==> config.mk <==
export PLATFORM = sky130hd
export DESIGN_NAME = lcl_readout
export DESIGN_NICKNAME = d
export VERILOG_FILES = /design/src/lcl_pkg.sv /design/src/lcl_timer.sv /design/src/lcl_readout.sv
export VERILOG_INCLUDE_DIRS = /design/src /design/src/src
export SDC_FILE = /design/constraint.sdc
export NUM_CORES = 1
export LEC_CHECK = 0
export ABC_AREA = 1
export BUFFER_PORTS_ARGS = -buffer_cell sky130_fd_sc_hd__buf_2
export CAP_MARGIN = 0
export CORE_MARGIN = 2
export CORE_UTILIZATION = 57
export DETAILED_ROUTE_END_ITERATION = 7
export PLACE_DENSITY = 0.89
export SYNTH_ARGS = -nofsm -noshare
export SYNTH_HDL_FRONTEND = slang
export SYNTH_HIERARCHICAL = 1
export SYNTH_SLANG_ARGS = --single-unit
export TNS_END_PERCENT = 1
==> constraint.sdc <==
create_clock -name clk -period 7.3 [get_ports clk]
set_input_delay 0.365 -clock clk [delete_from_list [all_inputs] [get_ports clk]]
set_output_delay 0.365 -clock clk [all_outputs]
set_load 0.01 [all_outputs]
==> src/lcl_consts.svh <==
// Constants for the line current readout and loop closure block.
// Assumes inclusion by bare name from the readout module; the package does not include it.
`ifndef LCL_CONSTS_SVH
`define LCL_CONSTS_SVH

// ----------------------------------------------------------------
// RAM locations (word addresses)
// ----------------------------------------------------------------
`define LCL_ADDR_LOOP_CURRENT   8'h08
`define LCL_ADDR_TIP_POS        8'h0E
`define LCL_ADDR_RING_POS       8'h0F
`define LCL_ADDR_TIP_NEG        8'h11
`define LCL_ADDR_TIP            8'h13
`define LCL_ADDR_OFFHOOK_THR    8'h16
`define LCL_ADDR_ONHOOK_THR     8'h17
`define LCL_ADDR_DEBOUNCE       8'h18
`define LCL_ADDR_FILTER_COEF    8'h19
`define LCL_ADDR_MASK           8'h1A
`define LCL_ADDR_MASK_REVERSAL  8'hA6

// ----------------------------------------------------------------
// Fields and reset values
// ----------------------------------------------------------------
`define LCL_COEF_MSB            15
`define LCL_COEF_LSB            3
`define LCL_SIGN_BIT            15
`define LCL_RESET_WORD          16'h0000

// ----------------------------------------------------------------
// Timing
// ----------------------------------------------------------------
`define LCL_CLK_PERIOD_NS       25
`define LCL_CLK_HZ              40000000
`define LCL_LOOP_RATE_HZ        800
`define LCL_MASK_STEP_NS        1250
`define LCL_LOOP_TICK_CYCLES    (`LCL_CLK_HZ / `LCL_LOOP_RATE_HZ)
`define LCL_MASK_TICK_CYCLES    (`LCL_MASK_STEP_NS / `LCL_CLK_PERIOD_NS)

`endif

==> src/lcl_pkg.sv <==
// Types for the line current readout and loop closure block.
// Assumes nothing beyond the constants header.
package lcl_pkg;

  typedef logic [15:0] lcl_word_t;

  typedef enum logic [1:0] {
    LCL_ONHOOK  = 2'b01,
    LCL_OFFHOOK = 2'b10
  } lcl_hook_e;

endpackage

==> src/lcl_timer.sv <==
// Interval timer: loads a count, steps down on each tick, busy while nonzero.
// Assumes tick is a one-cycle enable on the same clock.
`timescale 1ns/1ps
`default_nettype none

module lcl_timer
(
  input  wire logic        clk,
  input  wire logic        rstn,
  input  wire logic        start,
  input  wire logic [15:0] load,
  input  wire logic        tick,
  output var  logic        busy
);

  logic [15:0] count;
  logic [15:0] next_count;

  always_comb
  begin
    next_count = count;
    if (start)
    begin
      next_count = load;
    end
    else if (tick && (count != 16'h0000))
    begin
      next_count = count - 16'h0001;
    end
  end

  always_ff @(posedge clk or negedge rstn)
  begin
    if (!rstn)
    begin
      count <= 16'h0000;
      busy  <= 1'b0;
    end
    else
    begin
      count <= next_count;
      busy  <= (next_count != 16'h0000);
    end
  end

endmodule

`default_nettype wire

==> src/lcl_readout.sv <==
// Transistor current readout and loop closure detection with its RAM locations.
// Assumes the control interface decodes host RAM accesses onto the ram_* port and
// that the front end delivers samples on this clock.
//
// Notes on behaviour
// RULE_01: Tip-side positive transistor current kept as 16-bit two's complement, 3.097 uA/LSB.
// RULE_02: Ring-side positive transistor current kept as 16-bit two's complement, 3.097 uA/LSB.
// RULE_03: Tip transistor current kept as 16-bit two's complement, 3.097 uA/LSB.
// RULE_04: Tip-side negative transistor current kept as two's complement, 195.3 nA/LSB.
// RULE_05: Debounce interval is a full 16-bit count of 1.25 ms steps.
// RULE_06: Filter coefficient uses bits 15 to 3 only.
// RULE_07: General mask interval is 16 bits of 1.25 us steps.
// RULE_08: Separate 16-bit mask of 1.25 us steps during polarity reversal.
// RULE_09: Locations with a reset value come out of reset at zero.
// RULE_10: Off-hook on entry threshold, back on-hook at the return threshold.
// RULE_11: Loop current refreshed at 800 Hz, kept sign-magnitude.
// RULE_12: Status flips only after full debounce beyond threshold, never while masked.
// RULE_13: Reversal mask starts on reversal; general mask on linefeed state change.
`timescale 1ns/1ps
`default_nettype none
`include "lcl_consts.svh"

module lcl_readout
#(
  parameter int LOOP_TICK_CYCLES = `LCL_LOOP_TICK_CYCLES
)
(
  input  wire logic        clk,
  input  wire logic        rstn,
  input  wire logic [7:0]  ram_addr,
  input  wire logic        ram_wr,
  input  wire logic        ram_rd,
  input  wire logic [15:0] ram_wdata,
  output var  logic [15:0] ram_rdata,
  output var  logic        ram_rvalid,
  input  wire logic        meas_valid,
  input  wire logic [15:0] tip_pos_in,
  input  wire logic [15:0] ring_pos_in,
  input  wire logic [15:0] tip_neg_in,
  input  wire logic [15:0] tip_in,
  input  wire logic [15:0] loop_current_in,
  input  wire logic        linefeed_change,
  input  wire logic        reversal_start,
  output var  logic        loop_closed,
  output var  logic        closure_event,
  output var  logic        mask_active
);

  localparam int MASK_TICK_CYCLES = `LCL_MASK_TICK_CYCLES;

  // ----------------------------------------------------------------
  // Rate dividers
  // ----------------------------------------------------------------
  logic [15:0] loop_div;
  logic [15:0] next_loop_div;
  logic [5:0]  mask_div;
  logic [5:0]  next_mask_div;
  logic        loop_tick;
  logic        mask_tick;

  always_comb
  begin
    loop_tick     = (loop_div == 16'(LOOP_TICK_CYCLES - 1));
    mask_tick     = (mask_div == 6'(MASK_TICK_CYCLES - 1));
    next_loop_div = loop_tick ? 16'h0000 : loop_div + 16'h0001; // RULE_11
    next_mask_div = mask_tick ? 6'h00 : mask_div + 6'h01;
  end

  always_ff @(posedge clk or negedge rstn)
  begin
    if (!rstn)
    begin
      loop_div <= 16'h0000;
      mask_div <= 6'h00;
    end
    else
    begin
      loop_div <= next_loop_div;
      mask_div <= next_mask_div;
    end
  end

  // ----------------------------------------------------------------
  // RAM locations
  // ----------------------------------------------------------------
  lcl_pkg::lcl_word_t tip_pos_current_meas;
  lcl_pkg::lcl_word_t ring_pos_current_meas;
  lcl_pkg::lcl_word_t tip_neg_current_meas;
  lcl_pkg::lcl_word_t tip_current_meas;
  lcl_pkg::lcl_word_t loop_current_value;
  lcl_pkg::lcl_word_t offhook_entry_threshold;
  lcl_pkg::lcl_word_t onhook_return_threshold;
  lcl_pkg::lcl_word_t closure_debounce_interval;
  logic [12:0]        closure_filter_coefficient;
  lcl_pkg::lcl_word_t closure_mask_interval;
  lcl_pkg::lcl_word_t closure_mask_reversal;

  lcl_pkg::lcl_word_t next_tip_pos, next_ring_pos, next_tip_neg, next_tip;
  lcl_pkg::lcl_word_t next_loop_cur, next_offhook_thr, next_onhook_thr;
  lcl_pkg::lcl_word_t next_debounce, next_mask, next_mask_rev;
  logic [12:0]        next_coef;
  lcl_pkg::lcl_word_t next_rdata;

  // Hardware updates win over a host write in the same cycle: a fresh sample is newer
  always_comb
  begin
    next_tip_pos     = tip_pos_current_meas;
    next_ring_pos    = ring_pos_current_meas;
    next_tip_neg     = tip_neg_current_meas;
    next_tip         = tip_current_meas;
    next_loop_cur    = loop_current_value;
    next_offhook_thr = offhook_entry_threshold;
    next_onhook_thr  = onhook_return_threshold;
    next_debounce    = closure_debounce_interval;
    next_coef        = closure_filter_coefficient;
    next_mask        = closure_mask_interval;
    next_mask_rev    = closure_mask_reversal;
    if (ram_wr)
    begin
      unique case (ram_addr)
        `LCL_ADDR_TIP_POS:       next_tip_pos     = ram_wdata;
        `LCL_ADDR_RING_POS:      next_ring_pos    = ram_wdata;
        `LCL_ADDR_TIP_NEG:       next_tip_neg     = ram_wdata;
        `LCL_ADDR_TIP:           next_tip         = ram_wdata;
        `LCL_ADDR_LOOP_CURRENT:  next_loop_cur    = ram_wdata;
        `LCL_ADDR_OFFHOOK_THR:   next_offhook_thr = ram_wdata;
        `LCL_ADDR_ONHOOK_THR:    next_onhook_thr  = ram_wdata;
        `LCL_ADDR_DEBOUNCE:      next_debounce    = ram_wdata; // RULE_05
        `LCL_ADDR_FILTER_COEF:   next_coef = ram_wdata[`LCL_COEF_MSB:`LCL_COEF_LSB]; // RULE_06
        `LCL_ADDR_MASK:          next_mask        = ram_wdata; // RULE_07
        `LCL_ADDR_MASK_REVERSAL: next_mask_rev    = ram_wdata; // RULE_08
        default:                 ; // Unmapped writes dropped
      endcase
    end
    if (meas_valid)
    begin
      next_tip_pos  = tip_pos_in;  // RULE_01
      next_ring_pos = ring_pos_in; // RULE_02
      next_tip      = tip_in;      // RULE_03
      next_tip_neg  = tip_neg_in;  // RULE_04
    end
    if (loop_tick)
    begin
      next_loop_cur = loop_current_in; // RULE_11
    end
    next_rdata = 16'h0000;
    unique case (ram_addr)
      `LCL_ADDR_TIP_POS:       next_rdata = tip_pos_current_meas;
      `LCL_ADDR_RING_POS:      next_rdata = ring_pos_current_meas;
      `LCL_ADDR_TIP_NEG:       next_rdata = tip_neg_current_meas;
      `LCL_ADDR_TIP:           next_rdata = tip_current_meas;
      `LCL_ADDR_LOOP_CURRENT:  next_rdata = loop_current_value;
      `LCL_ADDR_OFFHOOK_THR:   next_rdata = offhook_entry_threshold;
      `LCL_ADDR_ONHOOK_THR:    next_rdata = onhook_return_threshold;
      `LCL_ADDR_DEBOUNCE:      next_rdata = closure_debounce_interval;
      `LCL_ADDR_FILTER_COEF:   next_rdata = {closure_filter_coefficient, 3'h0};
      `LCL_ADDR_MASK:          next_rdata = closure_mask_interval;
      `LCL_ADDR_MASK_REVERSAL: next_rdata = closure_mask_reversal;
      default:                 next_rdata = 16'h0000;
    endcase
  end

  // Every location clears to zero, including those with no printed reset
  always_ff @(posedge clk or negedge rstn)
  begin
    if (!rstn)
    begin
      tip_pos_current_meas       <= `LCL_RESET_WORD; // RULE_09
      ring_pos_current_meas      <= `LCL_RESET_WORD;
      tip_neg_current_meas       <= `LCL_RESET_WORD;
      tip_current_meas           <= `LCL_RESET_WORD;
      loop_current_value         <= `LCL_RESET_WORD;
      offhook_entry_threshold    <= `LCL_RESET_WORD;
      onhook_return_threshold    <= `LCL_RESET_WORD;
      closure_debounce_interval  <= `LCL_RESET_WORD;
      closure_filter_coefficient <= 13'h0000;
      closure_mask_interval      <= `LCL_RESET_WORD;
      closure_mask_reversal      <= `LCL_RESET_WORD;
      ram_rdata                  <= 16'h0000;
      ram_rvalid                 <= 1'b0;
    end
    else
    begin
      tip_pos_current_meas       <= next_tip_pos;
      ring_pos_current_meas      <= next_ring_pos;
      tip_neg_current_meas       <= next_tip_neg;
      tip_current_meas           <= next_tip;
      loop_current_value         <= next_loop_cur;
      offhook_entry_threshold    <= next_offhook_thr;
      onhook_return_threshold    <= next_onhook_thr;
      closure_debounce_interval  <= next_debounce;
      closure_filter_coefficient <= next_coef;
      closure_mask_interval      <= next_mask;
      closure_mask_reversal      <= next_mask_rev;
      ram_rdata                  <= ram_rd ? next_rdata : ram_rdata;
      ram_rvalid                 <= ram_rd;
    end
  end

  // ----------------------------------------------------------------
  // Mask timers
  // ----------------------------------------------------------------
  logic mask_gen_busy;
  logic mask_rev_busy;

  lcl_timer u_mask_general
  (
    .clk   (clk),
    .rstn  (rstn),
    .start (linefeed_change), // RULE_13
    .load  (closure_mask_interval),
    .tick  (mask_tick),
    .busy  (mask_gen_busy)
  );

  lcl_timer u_mask_reversal
  (
    .clk   (clk),
    .rstn  (rstn),
    .start (reversal_start), // RULE_13
    .load  (closure_mask_reversal),
    .tick  (mask_tick),
    .busy  (mask_rev_busy)
  );

  // ----------------------------------------------------------------
  // Filter, hysteresis and debounce
  // ----------------------------------------------------------------
  logic [15:0]        filt;
  logic [15:0]        next_filt;
  logic [15:0]        dbc;
  logic [15:0]        next_dbc;
  lcl_pkg::lcl_hook_e hook;
  lcl_pkg::lcl_hook_e next_hook;
  logic               next_event;
  logic               beyond;
  logic               masked;
  logic signed [16:0] diff;
  logic signed [33:0] prod;

  // First-order low-pass on magnitude; sign dropped since hook state needs |I| only
  always_comb
  begin
    diff       = $signed({2'b00, loop_current_value[14:0]}) - $signed({1'b0, filt});
    prod       = diff * $signed({1'b0, closure_filter_coefficient, 3'h0}); // RULE_06
    next_filt  = loop_tick ? filt + prod[31:16] : filt;
    masked     = mask_gen_busy || mask_rev_busy;
    next_hook  = hook;
    next_dbc   = dbc;
    next_event = 1'b0;
    unique case (hook)
      lcl_pkg::LCL_ONHOOK:  beyond = (filt > offhook_entry_threshold); // RULE_10
      lcl_pkg::LCL_OFFHOOK: beyond = (filt < onhook_return_threshold); // RULE_10
      default:              beyond = 1'b0;
    endcase
    if (masked || !beyond)
    begin
      next_dbc = 16'h0000; // RULE_12
    end
    else if (dbc >= closure_debounce_interval)
    begin
      next_hook  = (hook == lcl_pkg::LCL_ONHOOK) ? lcl_pkg::LCL_OFFHOOK : lcl_pkg::LCL_ONHOOK; // RULE_12
      next_dbc   = 16'h0000;
      next_event = 1'b1;
    end
    else if (loop_tick)
    begin
      next_dbc = dbc + 16'h0001; // RULE_05
    end
  end

  always_ff @(posedge clk or negedge rstn)
  begin
    if (!rstn)
    begin
      filt          <= 16'h0000;
      dbc           <= 16'h0000;
      hook          <= lcl_pkg::LCL_ONHOOK;
      loop_closed   <= 1'b0;
      closure_event <= 1'b0;
      mask_active   <= 1'b0;
    end
    else
    begin
      filt          <= next_filt;
      dbc           <= next_dbc;
      hook          <= next_hook;
      loop_closed   <= (next_hook == lcl_pkg::LCL_OFFHOOK);
      closure_event <= next_event;
      mask_active   <= masked;
    end
  end

endmodule

`default_nettype wire

==> impl_metrics.env <==
export IMPL_synth_xor_area_share_pct=1.67
export IMPL_r2r_worst_path_cells=45
export IMPL_hold_path_end="tip_current_meas[14]$_DFFE_PN0P_"
export IMPL_maximum_number_of_pins_on_one_net_before_global_route_repair=146
export IMPL_largest_family_of_logic_cells_by_synthesized_area="adder cells"
export IMPL_ys_types=54
export IMPL_die_width_um=212
export IMPL_maxClockFrequency_ghz=0.116
export IMPL_grt_antenna_before_repair=3
export IMPL_syn_inst_count=3145
export IMPL_cts_tree="built"
export IMPL_cts_max_path_buffers=3
export IMPL_total_overflow_reported_by_the_global_router=0
export IMPL_finalMaxSlewViolations=0
export IMPL_regToRegStartpoint="filt[0]$_DFFE_PN0N_"
export IMPL_synth_edf_count=0
export IMPL_numPlacedInstances=3992
export IMPL_worstSetupStartpointType="register"
export IMPL_timing_critical_path_slowest_cell_delay_ns=0.56
export IMPL_synth_warnings=6
export IMPL_synthesis_area_per_instance_um2=7.81
export IMPL_timing_max_slew_rel_slack_pct=6.27
export IMPL_timing_worst_slew_pin_value_ns=1.41
export IMPL_final_util_pct=69.4
export IMPL_critical_path_required_ns=7.78
export IMPL_i_o_pin_count=131
export IMPL_timing_critical_path_slowest_stage_cell="sky130_fd_sc_hd__fa_1"
export IMPL_core_rowCount=76
export IMPL_ctsRootBufferMaster="sky130_fd_sc_hd__clkbuf_16"
export IMPL_drcViolationCount=0
export IMPL_final_antenna_net_count=0
export IMPL_via_density_per_instance=6.10
export IMPL_worst_path_most_repeated_cell="sky130_fd_sc_hd__fa_1"
export IMPL_postSynth_asyncResetShare_pct=100
export IMPL_run_status="finished with violations"
export IMPL_finalCriticalPeriod_ns=8.59
export IMPL_synth_compound_gate_area_share_pct=11.3
export IMPL_synthMuxAreaShare_pct=0
export IMPL_cts_made_buffers=29
export IMPL_initialDrtViolationCount=3214
export IMPL_ir_worst_vdd_mv=0.167
export IMPL_cp_end_kind="register"
export IMPL_grt_pass1_vias=24400
export IMPL_synth_main_ff_cell="sky130_fd_sc_hd__dfrtp_1"
export IMPL_gp_routability_congestion=0.996
export IMPL_ys_ff_latch=283
export IMPL_synth_cell_area_um2=24600
export IMPL_place_hpwl_um=60600
export IMPL_flow_area_growth_from_synthesis_pct=20.8
export IMPL_grt_pass1_wl_um=126000
export IMPL_largest_area_contributor_in_the_netlist="sky130_fd_sc_hd__dfrtp_1"
export IMPL_synth_top_cell_area_share_pct=28.7
export IMPL_layout_cells_most_common="sky130_fd_sc_hd__nand2_1"
export IMPL_worstHoldPathType="in2reg"
export IMPL_die_h_um=212
export IMPL_max_cap_violations=0
export IMPL_finClkSkew_ns=0.0298
export IMPL_yosys_area_share_simple_pct=23.6
export IMPL_mostFrequentLayoutCells="814 x sky130_fd_sc_hd__nand2_1, 490 x sky130_fd_sc_hd__inv_1, 281 x sky130_fd_sc_hd__dfrtp_1"
export IMPL_seq_area_frac_synth_pct=28.8
export IMPL_fin_hold_ws_ns=0.00495
export IMPL_setup_violations=15
export IMPL_power_density_nw_per_um2=175
export IMPL_yosys_top_cells_area="sky130_fd_sc_hd__dfrtp_1 29%, sky130_fd_sc_hd__fa_1 17%, sky130_fd_sc_hd__nand2_1 13%, sky130_fd_sc_hd__ha_1 8.1%, sky130_fd_sc_hd__inv_1 8.0%"
export IMPL_number_of_clock_sinks=283
export IMPL_worstHoldStart="tip_in[14]"
export IMPL_share_of_post_route_cells_with_drive_strength_above_1_pct=20.5
export IMPL_clkTransAtPathRegs_ns=0.06
export IMPL_gr_usage_all_layers_pct=36.2
export IMPL_rsz0062_at_grt="true"
export IMPL_worst_r2r_setup_slack_ns=-1.29
export IMPL_fin_cells=4078
export IMPL_initial_core_util_pct=57.4
export IMPL_fin_nets=3980
export IMPL_dieArea_um2=44800
export IMPL_port_buffers=130
export IMPL_worstPathArrival_ns=9.07
export IMPL_placeableCoreArea_um2=42800
export IMPL_final_period_utilization_pct=118
export IMPL_dr_total_vias=24900
export IMPL_synth_nets=3619
export IMPL_worst_r2r_endpoint="filt[15]$_DFFE_PN0N_"
export IMPL_violations="negative setup slack"
export IMPL_min_delay_path_depth=3
export IMPL_synth_fa_ha_area_share_pct=24.7
export IMPL_p_leak_uw=0.0153
export IMPL_clk_latency_ns=0.60
export IMPL_wire_per_inst_um=20.6
export IMPL_drt_pre_antenna_iters=8
export IMPL_timing_final_ws_setup_ns=-1.29
export IMPL_finalHoldViolCount=0
export IMPL_final_wirelength_um=83800
export IMPL_criticalPathCategory="reg2reg"
export IMPL_cts_htree_levels=1
export IMPL_cp_max_fo=4
[critical path: cells and delay by family (launching register included)]
kind            cells  cell delay, ns
buf+inv             8            0.74
simple gates       16            1.37
fa+ha+maj          10            4.23
flops               1            0.42
xor+xnor            1            0.19
compound gates     10            1.52
[synth_stat cells (37+ instances only)]
| cell type | count |
|---|---|
| sky130_fd_sc_hd__fa_1 | 204 |
| sky130_fd_sc_hd__a21oi_1 | 98 |
| sky130_fd_sc_hd__inv_1 | 525 |
| sky130_fd_sc_hd__nand2_1 | 836 |
| sky130_fd_sc_hd__nor2_1 | 246 |
| sky130_fd_sc_hd__dfrtp_1 | 282 |
| sky130_fd_sc_hd__o211ai_1 | 62 |
| sky130_fd_sc_hd__nand3_1 | 137 |
| sky130_fd_sc_hd__ha_1 | 159 |
| sky130_fd_sc_hd__o21ai_0 | 168 |
| sky130_fd_sc_hd__or2_2 | 38 |
| sky130_fd_sc_hd__clkbuf_1 | 66 |
| sky130_fd_sc_hd__a221oi_1 | 37 |
[area by class of cell]
cell class              count  area, um2
multi-input cells        2237      16000
inverters                 539       2040
fillers                  2914      13100
well taps                 546        683
diodes                      4       10.0
flip-flops and latches    283       7080
clock buffers              40        847
repair buffers            416       2920
clock inverters            13        143
[repair_timing]
item,in CTS,in global routing
cloned,0,0
resized for setup,51,105
pin swaps,54,96
hold endpoints to repair,73,0
hold buffers,1,0
buffers inserted,13,15
setup endpoints to repair,15,15
[per-stage QoR]
stage	setup TNS (ns)	setup WS, ns	cell area (um2)	total power [uW]
floorplan	-1.67	-0.350	25000	2680
global placement	-6.50	-0.812	27900	3320
detailed placement	-9.91	-1.20	27900	3380
CTS	-8.07	-0.868	29200	4970
global route	-14.66	-1.43	29700	5390
finish	-11.93	-1.29	29700	5190
[logic make-up after synthesis]
| group | count (synthesis) |
|---|---|
| AND/OR/NAND/NOR | 1371 |
| buffers and inverters | 625 |
| AO/OA/AOI/OAI | 458 |
| adder cells (fa/ha/maj) | 363 |
| flip-flops | 283 |
| XOR/XNOR | 45 |
[per-layer routing]
metal	up-vias	part of all wire [%]	track usage, %	routed length (um)
met2	1835	45	58.0	37800
met5	-	0.013	0	11
li1	10700	-	-	-
met1	11800	34	44.9	28800
met4	2	7.7	18.9	6450
met3	561	13	9.81	10800
[power by group]
part / internal, uW / switching, uW / leakage, uW
sequential: 1650 / 68.0 / 0.00373
combinational: 810 / 1120 / 0.0111
clock: 887 / 659 / 0.000489
[worst max-delay path by stage]
stage                                      startpoint              endpoint  slack [ns]  depth (start not counted)
floorplan                         filt[4]$_DFFE_PN0N_  filt[14]$_DFFE_PN0N_       -0.35                         43
global placement                  filt[0]$_DFFE_PN0N_  filt[15]$_DFFE_PN0N_       -0.81                         41
detailed placement  loop_current_value[4]$_DFFE_PN0P_  filt[15]$_DFFE_PN0N_       -1.20                         39
CTS                 loop_current_value[1]$_DFFE_PN0P_  filt[15]$_DFFE_PN0N_       -0.87                         39
global route                      filt[0]$_DFFE_PN0N_  filt[15]$_DFFE_PN0N_       -1.43                         45
finish                            filt[0]$_DFFE_PN0N_  filt[15]$_DFFE_PN0N_       -1.29                         45
Note: power is estimated with default switching activity, not from simulation.
